`src/logic/cic_defines.vh`:
```
// register locations, field positions and fixed counts of the capture timer
// assumes: included by bare name from every design file of the timer
`ifndef CIC_DEFINES_VH
`define CIC_DEFINES_VH

// =====
// i/o locations (4-bit address)
`define CIC_A_CTRL_A 4'h0
`define CIC_A_CTRL_B 4'h1
`define CIC_A_CNT_LO 4'h2
`define CIC_A_CNT_HI 4'h3
`define CIC_A_CAP_LO 4'h4
`define CIC_A_CAP_HI 4'h5
`define CIC_A_CMPA_LO 4'h6
`define CIC_A_CMPA_HI 4'h7
`define CIC_A_FLAGS 4'h8
`define CIC_A_MASK 4'h9
`define CIC_A_COMP 4'hA

// =====
// field positions
`define CIC_B_FILTER 7
`define CIC_B_EDGE 6
`define CIC_B_WGM_HI 4
`define CIC_B_WGM_LO 3
`define CIC_B_CS_HI 2
`define CIC_B_CS_LO 0
`define CIC_F_OVF 0
`define CIC_F_CAP 5
`define CIC_C_SRC 2

// =====
// reset values and fixed counts
`define CIC_RST_BYTE 8'h00
`define CIC_RST_WORD 16'h0000
`define CIC_BOTTOM 16'h0000
`define CIC_MAX 16'hFFFF
`define CIC_TOP_8 16'h00FF
`define CIC_TOP_9 16'h01FF
`define CIC_TOP_10 16'h03FF
`define CIC_FILTER_LEN 4

`endif

```
`src/logic/cic_filter.v`:
```
// noise filter on the synchronised trigger: output follows input one cycle later,
// or, when enabled, only after four agreeing samples (four cycles later than the bypass)
// assumes: din already passed a two-stage synchroniser on clk
`include "cic_defines.vh"
`default_nettype none

module cic_filter (
    input wire clk, // system clock
    input wire reset, // async reset, active high
    input wire enable, // filter on
    input wire din, // synchronised trigger
    output reg dout // filtered trigger
);

    // =====
    // sample history
    reg [`CIC_FILTER_LEN-1:0] hist_r; // last four samples, newest in bit 0

    // shift in every system clock, prescaler plays no part
    always @(posedge clk or posedge reset) begin
        if (reset) begin
            hist_r <= {`CIC_FILTER_LEN{1'b0}};
        end else begin
            hist_r <= {hist_r[`CIC_FILTER_LEN-2:0], din};
        end
    end

    // =====
    // output: when enabled, change only when all four samples agree
    always @(posedge clk or posedge reset) begin
        if (reset) begin
            dout <= 1'b0;
        end else if (!enable) begin
            dout <= din; // bypass, one cycle
        end else if (&hist_r) begin
            dout <= 1'b1;
        end else if (~|hist_r) begin
            dout <= 1'b0;
        end
    end

endmodule
`default_nettype wire

```
`src/logic/cic_timer.v`:
```
// 16-bit up/down counter with input capture, byte-wide i/o locations
// assumes: one 20 MHz clk; prescale_tick is a same-domain one-cycle pulse;
// capture_pin and comparator_output are asynchronous levels
`include "cic_defines.vh"
`default_nettype none

module cic_timer (
    input wire clk, // 20 MHz system clock
    input wire reset, // async reset, active high
    input wire [3:0] io_addr, // i/o location
    input wire io_wr, // write strobe, one cycle
    input wire io_rd, // read strobe, one cycle
    input wire [7:0] io_wdata, // write data
    output reg [7:0] io_rdata, // read data, valid the cycle after io_rd
    input wire prescale_tick, // tick from the prescaler, one cycle
    input wire capture_pin, // capture pin level (includes own port drive)
    input wire comparator_output, // comparator output level
    input wire irq_ack_capture, // capture interrupt serviced, pulse
    input wire irq_ack_overflow, // overflow interrupt serviced, pulse
    output wire irq_capture, // capture interrupt request
    output wire irq_overflow, // overflow interrupt request
    output reg [15:0] counter_value // live count
);

    // =====
    // software-visible state
    reg [7:0] control_reg_a; // mode low bits in [1:0]
    reg [7:0] control_reg_b; // filter, edge, mode high, clock select
    reg [7:0] comparator_ctrl_status; // comparator capture select
    reg [15:0] capture_value; // captured count or top
    reg [15:0] compare_a_value; // compare a, used as top
    reg [7:0] temp_r; // shared high-byte latch
    reg overflow_flag; // sticky overflow
    reg capture_flag; // sticky capture
    reg overflow_irq_enable; // overflow request enable
    reg capture_irq_enable; // capture request enable
    reg dir_down_r; // counting down in dual-slope modes

    // =====
    // decoded controls
    wire [3:0] waveform_mode_field; // four-bit mode
    wire [2:0] clock_select_field; // tick selection
    wire timer_tick; // qualified tick
    wire noise_filter_enable; // filter on
    wire edge_rising; // 1: rising edge captures
    wire comparator_capture_select; // trigger from comparator

    // mode field spans both control registers
    assign waveform_mode_field = {control_reg_b[`CIC_B_WGM_HI:`CIC_B_WGM_LO], control_reg_a[1:0]};
    assign clock_select_field = control_reg_b[`CIC_B_CS_HI:`CIC_B_CS_LO];
    // no ticks while clock select is zero
    assign timer_tick = prescale_tick && (clock_select_field != 3'h0);
    assign noise_filter_enable = control_reg_b[`CIC_B_FILTER];
    assign edge_rising = control_reg_b[`CIC_B_EDGE];
    assign comparator_capture_select = comparator_ctrl_status[`CIC_C_SRC];

    // =====
    // mode properties
    reg [15:0] top_value; // current top
    reg mode_dual; // up then down
    reg mode_wrap_top; // single slope, restart at top
    reg mode_clear_top; // clear at top, overflow at max
    reg mode_top_cap; // capture register is top

    // decode counting sequence and top from the mode
    always @* begin
        top_value = `CIC_MAX;
        mode_dual = 1'b0;
        mode_wrap_top = 1'b0;
        mode_clear_top = 1'b0;
        mode_top_cap = 1'b0;
        case (waveform_mode_field)
            4'h1: begin
                top_value = `CIC_TOP_8;
                mode_dual = 1'b1;
            end
            4'h2: begin
                top_value = `CIC_TOP_9;
                mode_dual = 1'b1;
            end
            4'h3: begin
                top_value = `CIC_TOP_10;
                mode_dual = 1'b1;
            end
            4'h4: begin
                top_value = compare_a_value;
                mode_clear_top = 1'b1;
            end
            4'h5: begin
                top_value = `CIC_TOP_8;
                mode_wrap_top = 1'b1;
            end
            4'h6: begin
                top_value = `CIC_TOP_9;
                mode_wrap_top = 1'b1;
            end
            4'h7: begin
                top_value = `CIC_TOP_10;
                mode_wrap_top = 1'b1;
            end
            4'h8, 4'hA: begin
                top_value = capture_value;
                mode_dual = 1'b1;
                mode_top_cap = 1'b1;
            end
            4'h9, 4'hB: begin
                top_value = compare_a_value;
                mode_dual = 1'b1;
            end
            4'hC: begin
                top_value = capture_value;
                mode_clear_top = 1'b1;
                mode_top_cap = 1'b1;
            end
            4'hE: begin
                top_value = capture_value;
                mode_wrap_top = 1'b1;
                mode_top_cap = 1'b1;
            end
            4'hF: begin
                top_value = compare_a_value;
                mode_wrap_top = 1'b1;
            end
            default: begin
                top_value = `CIC_MAX; // normal count, reserved code too
            end
        endcase
    end

    // =====
    // trigger path: synchronise, select, filter, edge detect
    reg pin_s1_r; // pin sync stage 1
    reg pin_s2_r; // pin sync stage 2
    reg cmp_s1_r; // comparator sync stage 1
    reg cmp_s2_r; // comparator sync stage 2
    reg filt_prev_r; // filtered trigger, one cycle old
    wire trig_sel; // selected trigger
    wire trig_filt; // filtered trigger
    wire capture_event; // qualified edge

    // two-stage synchronisers on both trigger inputs
    always @(posedge clk or posedge reset) begin
        if (reset) begin
            pin_s1_r <= 1'b0;
            pin_s2_r <= 1'b0;
            cmp_s1_r <= 1'b0;
            cmp_s2_r <= 1'b0;
        end else begin
            pin_s1_r <= capture_pin; // pin level includes our own drive
            pin_s2_r <= pin_s1_r;
            cmp_s1_r <= comparator_output;
            cmp_s2_r <= cmp_s1_r;
        end
    end

    // source mux; a switch can itself look like an edge
    assign trig_sel = comparator_capture_select ? cmp_s2_r : pin_s2_r;

    cic_filter u_filter (
        .clk(clk),
        .reset(reset),
        .enable(noise_filter_enable),
        .din(trig_sel),
        .dout(trig_filt)
    );

    // edge detector runs on the filtered trigger
    always @(posedge clk or posedge reset) begin
        if (reset) begin
            filt_prev_r <= 1'b0;
        end else begin
            filt_prev_r <= trig_filt;
        end
    end

    // edge polarity chosen by software, blocked in capture-top modes
    assign capture_event = (trig_filt != filt_prev_r) && (trig_filt == edge_rising) && !mode_top_cap;

    // =====
    // access decode
    wire wr_cnt_lo; // counter low write
    wire wr_cap_lo; // capture low write
    wire wr_any_hi; // any high-byte write
    assign wr_cnt_lo = io_wr && (io_addr == `CIC_A_CNT_LO);
    // capture register only writable while it sets the top
    assign wr_cap_lo = io_wr && (io_addr == `CIC_A_CAP_LO) && mode_top_cap;
    assign wr_any_hi = io_wr && ((io_addr == `CIC_A_CNT_HI) || (io_addr == `CIC_A_CAP_HI) ||
                                 (io_addr == `CIC_A_CMPA_HI));

    // =====
    // counter next value
    reg [15:0] cnt_nxt; // count after this tick
    reg dir_nxt; // direction after this tick
    reg ovf_hit; // overflow point reached

    // clear, step up or step down per mode
    always @* begin
        cnt_nxt = counter_value;
        dir_nxt = dir_down_r;
        ovf_hit = 1'b0;
        if (mode_dual) begin
            if (!dir_down_r) begin
                if (counter_value >= top_value) begin
                    dir_nxt = 1'b1; // turn at top
                    cnt_nxt = counter_value - 16'h0001;
                end else begin
                    cnt_nxt = counter_value + 16'h0001;
                end
            end else if (counter_value == `CIC_BOTTOM) begin
                dir_nxt = 1'b0; // turn at bottom, overflow here
                cnt_nxt = counter_value + 16'h0001;
                ovf_hit = 1'b1;
            end else begin
                cnt_nxt = counter_value - 16'h0001;
            end
        end else if (mode_wrap_top && counter_value == top_value) begin
            cnt_nxt = `CIC_BOTTOM; // fast modes overflow at top
            ovf_hit = 1'b1;
        end else if (mode_clear_top && counter_value == top_value) begin
            cnt_nxt = `CIC_BOTTOM;
        end else begin
            cnt_nxt = counter_value + 16'h0001;
            ovf_hit = (counter_value == `CIC_MAX); // normal and clear modes overflow at max
        end
    end

    // counter register; cpu write wins over counting
    always @(posedge clk or posedge reset) begin
        if (reset) begin
            counter_value <= `CIC_RST_WORD;
            dir_down_r <= 1'b0;
        end else if (wr_cnt_lo) begin
            counter_value <= {temp_r, io_wdata};
        end else if (timer_tick) begin
            counter_value <= cnt_nxt;
            dir_down_r <= dir_nxt;
        end
    end

    // =====
    // capture register
    // every qualified edge overwrites, read or not
    always @(posedge clk or posedge reset) begin
        if (reset) begin
            capture_value <= `CIC_RST_WORD;
        end else if (wr_cap_lo) begin
            capture_value <= {temp_r, io_wdata};
        end else if (capture_event) begin
            capture_value <= counter_value;
        end
    end

    // =====
    // shared high-byte latch
    always @(posedge clk or posedge reset) begin
        if (reset) begin
            temp_r <= `CIC_RST_BYTE;
        end else if (wr_any_hi) begin
            temp_r <= io_wdata; // high write only fills latch
        end else if (io_rd && !io_wr && io_addr == `CIC_A_CNT_LO) begin
            temp_r <= counter_value[15:8];
        end else if (io_rd && !io_wr && io_addr == `CIC_A_CAP_LO) begin
            temp_r <= capture_value[15:8];
        end
    end

    // =====
    // plain control registers and compare a
    always @(posedge clk or posedge reset) begin
        if (reset) begin
            control_reg_a <= `CIC_RST_BYTE;
            control_reg_b <= `CIC_RST_BYTE;
            comparator_ctrl_status <= `CIC_RST_BYTE;
            compare_a_value <= `CIC_RST_WORD;
            overflow_irq_enable <= 1'b0;
            capture_irq_enable <= 1'b0;
        end else if (io_wr) begin
            case (io_addr)
                `CIC_A_CTRL_A: control_reg_a <= io_wdata;
                `CIC_A_CTRL_B: control_reg_b <= io_wdata;
                `CIC_A_COMP: comparator_ctrl_status <= io_wdata;
                `CIC_A_CMPA_LO: compare_a_value <= {temp_r, io_wdata};
                `CIC_A_MASK: begin
                    overflow_irq_enable <= io_wdata[`CIC_F_OVF];
                    capture_irq_enable <= io_wdata[`CIC_F_CAP];
                end
                default: begin
                    control_reg_a <= control_reg_a; // others handled elsewhere
                end
            endcase
        end
    end

    // =====
    // sticky flags: set beats clear in the same cycle
    wire clr_write; // write to flag location
    assign clr_write = io_wr && (io_addr == `CIC_A_FLAGS);

    // flag set with the capture copy, cleared by service or one
    always @(posedge clk or posedge reset) begin
        if (reset) begin
            capture_flag <= 1'b0;
            overflow_flag <= 1'b0;
        end else begin
            if (capture_event) begin
                capture_flag <= 1'b1;
            end else if (irq_ack_capture || (clr_write && io_wdata[`CIC_F_CAP])) begin
                capture_flag <= 1'b0;
            end
            if (timer_tick && !wr_cnt_lo && ovf_hit) begin
                overflow_flag <= 1'b1;
            end else if (irq_ack_overflow || (clr_write && io_wdata[`CIC_F_OVF])) begin
                overflow_flag <= 1'b0;
            end
        end
    end

    // requests gated by their enables
    assign irq_capture = capture_flag && capture_irq_enable;
    assign irq_overflow = overflow_flag && overflow_irq_enable;

    // =====
    // read data, registered
    always @(posedge clk or posedge reset) begin
        if (reset) begin
            io_rdata <= `CIC_RST_BYTE;
        end else if (io_rd) begin
            case (io_addr)
                `CIC_A_CTRL_A: io_rdata <= control_reg_a;
                `CIC_A_CTRL_B: io_rdata <= control_reg_b;
                `CIC_A_CNT_LO: io_rdata <= counter_value[7:0];
                `CIC_A_CNT_HI: io_rdata <= temp_r;
                `CIC_A_CAP_LO: io_rdata <= capture_value[7:0];
                `CIC_A_CAP_HI: io_rdata <= temp_r;
                `CIC_A_CMPA_LO: io_rdata <= compare_a_value[7:0];
                `CIC_A_CMPA_HI: io_rdata <= compare_a_value[15:8];
                `CIC_A_FLAGS: begin
                    io_rdata <= `CIC_RST_BYTE;
                    io_rdata[`CIC_F_OVF] <= overflow_flag;
                    io_rdata[`CIC_F_CAP] <= capture_flag;
                end
                `CIC_A_MASK: begin
                    io_rdata <= `CIC_RST_BYTE;
                    io_rdata[`CIC_F_OVF] <= overflow_irq_enable;
                    io_rdata[`CIC_F_CAP] <= capture_irq_enable;
                end
                `CIC_A_COMP: io_rdata <= comparator_ctrl_status;
                default: io_rdata <= `CIC_RST_BYTE; // unmapped reads zero
            endcase
        end
    end

endmodule
`default_nettype wire

```
`config.mk`:
```
export PLATFORM = sky130hd
export DESIGN_NAME = cic_timer
export DESIGN_NICKNAME = d
export VERILOG_FILES = /design/src/logic/cic_filter.v /design/src/logic/cic_timer.v
export VERILOG_INCLUDE_DIRS = /design/src /design/src/logic
export SDC_FILE = /design/constraint.sdc
export NUM_CORES = 1
export LEC_CHECK = 0
export ABC_AREA = 1
export BUFFER_PORTS_ARGS = -buffer_cell sky130_fd_sc_hd__buf_2
export CELL_PAD_IN_SITES_DETAIL_PLACEMENT = 0
export CELL_PAD_IN_SITES_GLOBAL_PLACEMENT = 1
export CORE_MARGIN = 2
export CORE_UTILIZATION = 45
export DETAILED_ROUTE_END_ITERATION = 10
export GPL_TIMING_DRIVEN = 0
export PLACE_DENSITY_LB_ADDON = 0.3
export SETUP_SLACK_MARGIN = 0.2
export SLEW_MARGIN = 20
export SYNTH_ARGS = -nofsm -noshare
export SYNTH_HDL_FRONTEND = slang
export SYNTH_SLANG_ARGS = --single-unit
```
`constraint.sdc`:
```
create_clock -name clk -period 3.9 [get_ports clk]
set_input_delay 0.78 -clock clk [delete_from_list [all_inputs] [get_ports clk]]
set_output_delay 0.78 -clock clk [all_outputs]
set_load 0.02 [all_outputs]
```
; Word-level counts from Yosys, hierarchy flattened
; Cells that the tools add are included.
[totals]
reg_bits = 103
input_bits = 21
out_inout_bits = 26
word_cells = 139
[op_classes]
add_sub_neg = 2
magnitude_cmp = 1
n_eq_ne = 29
n_mux = 35
bitwise = 1
reduce_logical = 51
[op_table]
columns = operator, n
row1 = 2-to-1 mux 16 bit, 10
row2 = one-hot mux 16 bit (5 select lines), 1
row3 = one-hot mux 8 bit (10 select lines), 1
row4 = == test 4 bit (second input constant), 10
row5 = == test 4 x 3 -> 1 bit (second input constant), 8
row6 = 2-to-1 mux 8 bit, 3
row7 = 2-to-1 mux 1 bit, 20
row8 = logical AND 1 bit, 19
row9 = adder 16 x 1 -> 16 bit (second input constant), 1
row10 = == test 16 bit, 1
row11 = == test 16 bit (second input constant), 1
row12 = == test 4 x 2 -> 1 bit (second input constant), 4
row13 = greater-or-equal comparator 16 bit, 1
row14 = logical NOT 16 bit, 1
row15 = subtractor 16 x 1 -> 16 bit (second input constant), 1
row16 = OR reduction 4 bit, 3
row17 = AND reduction 2 bit, 5
row18 = OR reduction 2 bit, 5
row19 = == test 4 x 1 -> 1 bit (second input constant), 2
row20 = nonzero test 2 bit, 4
row21 = OR reduction 7 bit, 1
row22 = nonzero test 3 bit, 2
row23 = OR reduction 5 bit, 1
row24 = logical NOT 4 bit, 1
row25 = 8 further kinds, 13

; Logic depth before layout (Yosys ltp)
[logic_depth]
ltp_word = 10
mapped_depth = 22

; Hierarchy
; From an unflattened synthesis, not the netlist that was laid out.
[unflattened]
hier_cells = 847
hier_area_um2 = 6321.1
[by_module_without_submodules]
columns = module, n_inst, cells_each, area_per_inst_um2
row1 = cic_timer, 1, 830, 6145.9
row2 = cic_filter, 1, 17, 175.2

; Worst setup path before layout
; Ideal clock, no wire load.
[synth_path]
kind = register -> register
start = register control_reg_a[0]
end = register counter_value[7]
setup_ns = 0.122
arrival_ns = 2.492
slack_ns = 1.287
path_stages_with_launch = 20
n_path_buf = 1
path_cell_list = dfrtp_1 nor2_2 nand3_1 o21ai_2 a21oi_1 a221oi_1 ha_1 nand2_1 inv_2 nand2_1 nor2_1 nand2_1 nand2_1 nor2_1 nand2_4 nand2_8 buf_12 nand2_2 o211ai_2 nand2_1
[synth_via]
elab_chain_len = 10
[synth_lines]
columns = element, line_no
row1 = from (decl), cic_timer.v:27  ; reg [7:0] control_reg_a;
row2 = from (signal assigned), cic_timer.v:271  ; control_reg_a <= `CIC_RST_BYTE;
row3 = from (signal assigned), cic_timer.v:279  ; `CIC_A_CTRL_A: control_reg_a <= io_wdata;
row4 = from (signal assigned), cic_timer.v:288  ; control_reg_a <= control_reg_a;
row5 = "parallel branches: the longest is 7 deep, another holds greater-or-equal comparator 16 bit", --
row6 = 2-to-1 mux 16 bit (*), cic_timer.v:201  ; if (mode_dual) begin
row7 = 2-to-1 mux 16 bit (*), cic_timer.v:234  ; end else if (timer_tick) begin
row8 = 2-to-1 mux 16 bit (*), cic_timer.v:232  ; end else if (wr_cnt_lo) begin
row9 = to (signal assigned), cic_timer.v:230  ; counter_value <= `CIC_RST_WORD;
row10 = to (signal assigned), cic_timer.v:233  ; counter_value <= {temp_r, io_wdata};
row11 = to (signal assigned), cic_timer.v:235  ; counter_value <= cnt_nxt;
row12 = to (decl), cic_timer.v:22  ; output reg [15:0] counter_value
; Every way passes the cells marked *. The select of a mux whose other input is x is not followed.
; A chain may end at the register's enable or synchronous reset.

; Worst setup path after layout
[layout_path]
start = register control_reg_b[4]
end = register overflow_flag
[layout_via]
elab_chain_len = 10
[layout_lines]
columns = element, line_no
row1 = from (decl), cic_timer.v:28  ; reg [7:0] control_reg_b;
row2 = from (signal assigned), cic_timer.v:272  ; control_reg_b <= `CIC_RST_BYTE;
row3 = from (signal assigned), cic_timer.v:280  ; `CIC_A_CTRL_B: control_reg_b <= io_wdata;
row4 = "== test 4 bit, or another cell as far along", cic_timer.v:72  ; case (waveform_mode_field)
row5 = OR reduction 4 bit (no source line) / OR reduction 2 bit (equally long branches), --
row6 = one-hot mux 16 bit (5 select lines), cic_timer.v:72
row7 = == test 16 bit, "cic_timer.v:216, cic_timer.v:219"
row8 = logical AND 1 bit, cic_timer.v:219  ; end else if (mode_clear_top && counter_value == top_value) begin
row9 = 2-to-1 mux 1 bit, cic_timer.v:219
row10 = 2-to-1 mux 1 bit, cic_timer.v:216  ; end else if (mode_wrap_top && counter_value == top_value) begin
row11 = 2-to-1 mux 1 bit (*), cic_timer.v:201
row12 = logical AND 1 bit (*), cic_timer.v:310  ; if (timer_tick && !wr_cnt_lo && ovf_hit) begin
row13 = 2-to-1 mux 1 bit / nonzero test 2 bit (equally long branches), --
row14 = to (signal assigned), cic_timer.v:303  ; overflow_flag <= 1'b0;
row15 = to (signal assigned), cic_timer.v:311  ; overflow_flag <= 1'b1;
row16 = to (signal assigned), cic_timer.v:313  ; overflow_flag <= 1'b0;
row17 = to (decl), cic_timer.v:33  ; reg overflow_flag;
; Every way passes the cells marked *; elsewhere a longest branch is shown, timed or not.

==> metrics.txt <==
run status=completed; DRT Pass-1 Iters=5; CTS HTree Levels=3; largest net degree at the start of global routing=74; WP data required=a little over 4 ns; Setup crit start=control_reg_b[4]$_DFFE_PP0P_; nets@finish=about 950; Post-Syn Area=about 0.0066 mm^2; routed len/inst=between 20 and 25 um; Bufs and invs on worst path=5; Initial DRC Count=between 700 and 800; Hold Vio Cnt, Final=0; VDD IR max=0.261 mV; CTS buffer count=9; Via density=5.77; post-route ant nets=0; ratio of cells with drive above 1 in the final layout=a little under a fifth; clock root buffer=clkbuf_16; worst-case reg-to-reg path depth=17; Reg2Reg Launch Point=control_reg_b[4]$_DFFE_PP0P_; RSZ-0062 raised after global routing=false; post-synth top area share=39.1%; Core Region=0.0144 mm^2; Least-Margin Pin Slew=0.499 ns; Final WS setup=0.438 ns; critical path arrival=3.70 ns; Worst path max stage delay=0.48 ns; post-synth top area cell=dfrtp_1; PD cells=683 mW/mm^2; Placement Setup Slack=0.339 ns; initial antenna violation count=1; Hold Crit Class=flip-flop to flip-flop; Post-synth top cells=198 x nand2_1, 103 x dfrtp_1, 90 x inv_1, 56 x o21ai_1, 54 x o21ai_0; worst-path cell chain=inv_2 -> nor2_4 -> inv_1 -> buf_2 -> nand2_1 -> inv_2 -> a211oi_2 -> ha_1 -> nand2_1 -> inv_1 -> nand2_1 -> nor2_1 -> nand2_1 -> nor3_1 -> nor3_1 -> o21ai_1 -> o21ai_0; Die Ht=125 um; crit path max fanout=10; Total GRT Usage=29.2%; clock slew at reported path FFs=about 0.070 ns; Post-synth top flop=dfrtp_1; gr ovfl total=0; number of primary I/O pins=47; die area=0.0156 mm^2; crit start category=flip-flop; final hold slack=0.354 ns; WHS Path Cells=0; Area growth syn-to-layout=12.6%; number of remaining DRC errors=0; cell family with most CP delay=simple AND/OR/NAND/NOR gates; Max Clock Freq=289 MHz; Die X=approximately 130 um; vias in the first global route=6,056; CP max stage cell=dfrtp_1; final WL=22,400 um; crit-path most repeated cell=nand2_1; Finished Layout Cells=1,097; number of synthesized flops with an enable pin=0; Starting Density=45.7%; Layout fillers=1,458; HPWL after detailed placement=17,100 um; post-synthesis sequential area ratio=39.1%; warning count from the yosys run=0; I/O Buffers=44; latest clock arrival within the worst-skew pair=approximately 0.37 ns; most common cell in the netlist=nand2_1; ys async rst share=100%; critical path type=flip-flop to flip-flop; R2R setup slack=0.44 ns; Leak=3.72 nW; Final setup viols=0; placed insts=1,080; Clock Path Buffers=2; Final period util=88.8%; synthesized netlist cell count=around 850; Netlist cell types=56; largest cells by area after synthesis=dfrtp_1 39%, nand2_1 11%, inv_1 5.1%, o21ai_1 4.2%, o21ai_0 4.1%; FF+latch count, synth=103; Vias=~6,300; reg2reg end=overflow_flag$_DFFE_PP0P_; routability-driven placement congestion ratio=between 0.9 and 1; Slew Limit Headroom=between 60 and 70%; max_cap viols=0; CTS tree=yes; CP endpoint kind=flip-flop; fin. max-slew vios=0; final setup skew=approximately 0.008 ns; Worst Hold Path EP=cmp_s2_r$_DFF_PP0_; syn_area_per_cell=7.75 um^2; Syn Nets=891; hold_sp=cmp_s1_r$_DFF_PP0_; row cnt=44; # Post-CTS Setup Buffers=0; Sink Count=about 100; first-pass GRT wire length=35,100 um; Final Critical Period=roughly 3.5 ns
-- per-layer routing --
layer | vias up | global-route usage (%) | wire length (um)
met5 | - | 0 | 0
met4 | 0 | 10.1 | 428
met3 | 27 | 3.89 | 1720
met2 | 281 | 43.9 | 9890
met1 | 3064 | 43.5 | 10400
li1 | 2963 | - | -
-- registers in the layout, summed over array words and instances (netlist names), 4 cells and up --
name                    flops
capture_value              16
comparator_ctrl_status      8
compare_a_value            16
control_reg_a               8
control_reg_b               8
counter_value              16
io_rdata                    8
temp_r                      8
u_filter.hist_r             4
-- power by group --
part,switching [W],total [W],internal [W]
combinational,0.00157,0.00236,0.000795
sequential,0.000361,0.00173,0.00137
clock,0.000454,0.000979,0.000525
total,0.00238,0.00508,0.00269
-- worst max path at each step --
stage | endpoint | slack [ns] | depth (start not counted)
CTS | overflow_flag$_DFFE_PP0P_ | 0.30 | 17
global placement | counter_value[4]$_DFFE_PP0P_ | -1.01 | 2
finish | overflow_flag$_DFFE_PP0P_ | 0.44 | 17
detailed placement | overflow_flag$_DFFE_PP0P_ | 0.34 | 17
global route | counter_value[6]$_DFFE_PP0P_ | 0.22 | 22
floorplan | capture_flag$_DFFE_PP0P_ | 0.42 | 1
-- cell type report --
type,count,area [um^2],area share (%)
diodes,1,2.50,0.0337
plain buffers,26,180,2.43
clock buffers,11,243,3.27
clock inverters,5,63.8,0.859
inverters,115,453,6.10
multi-input cells,607,3430,46.2
flip-flops and latches,103,2580,34.7
well taps,184,230,3.10
repair buffers,45,248,3.33
-- stage by stage --
stage	setup TNS, ns	power (W)	instance area, um^2	util (%)
after floorplan	0	0.00329	6600	-
after global placement	-102.50	0.00401	7050	48.9
after detailed placement	0	0.00403	7080	49.1
after CTS	0	0.00501	7390	51.2
after global routing	0	0.00543	7430	51.5
final	0	0.00508	7430	51.5
-- repair_timing --
action / 4_1_cts / 5_1_grt
hold endpoints to repair: 0 / 0
resized for setup: 0 / 10
hold buffers: 0 / 0
endpoints found under the setup margin: 0 / 16
-- kinds of logic (layout without fill, tap and decap cells) --
logic type / count (synthesis) / after routing / share of synthesized area, %
flops: 103 / 103 / 39.1
other cells: 0 / 1 / 0
buf+inv: 141 / 202 / 9.52
fa+ha+maj: 19 / 19 / 3.60
simple gates: 351 / 351 / 25.5
mux: 1 / 1 / 0.171
compound gates: 217 / 217 / 19.6
xor+xnor: 19 / 19 / 2.52
-- layout by cell type, fill, tap and decap left out, types with 5 or more instances in the layout --
cell type	synthesis	final
a21oi_1	36	35
a221oi_1	9	8
buf_2	14	58
buf_6	6	6
clkbuf_1	4	5
clkbuf_16	0	9
dfrtp_1	103	102
ha_1	19	19
inv_1	90	89
inv_2	20	20
nand2_1	198	198
nand2_2	13	12
nand3_1	43	43
nor2_1	47	46
nor2_2	10	10
nor2_4	4	5
nor3_1	11	11
o211ai_1	5	5
o21ai_0	54	53
o21ai_1	56	57
o22ai_1	29	29
xor2_1	19	19
Note: power is estimated with default switching activity, not from simulation.
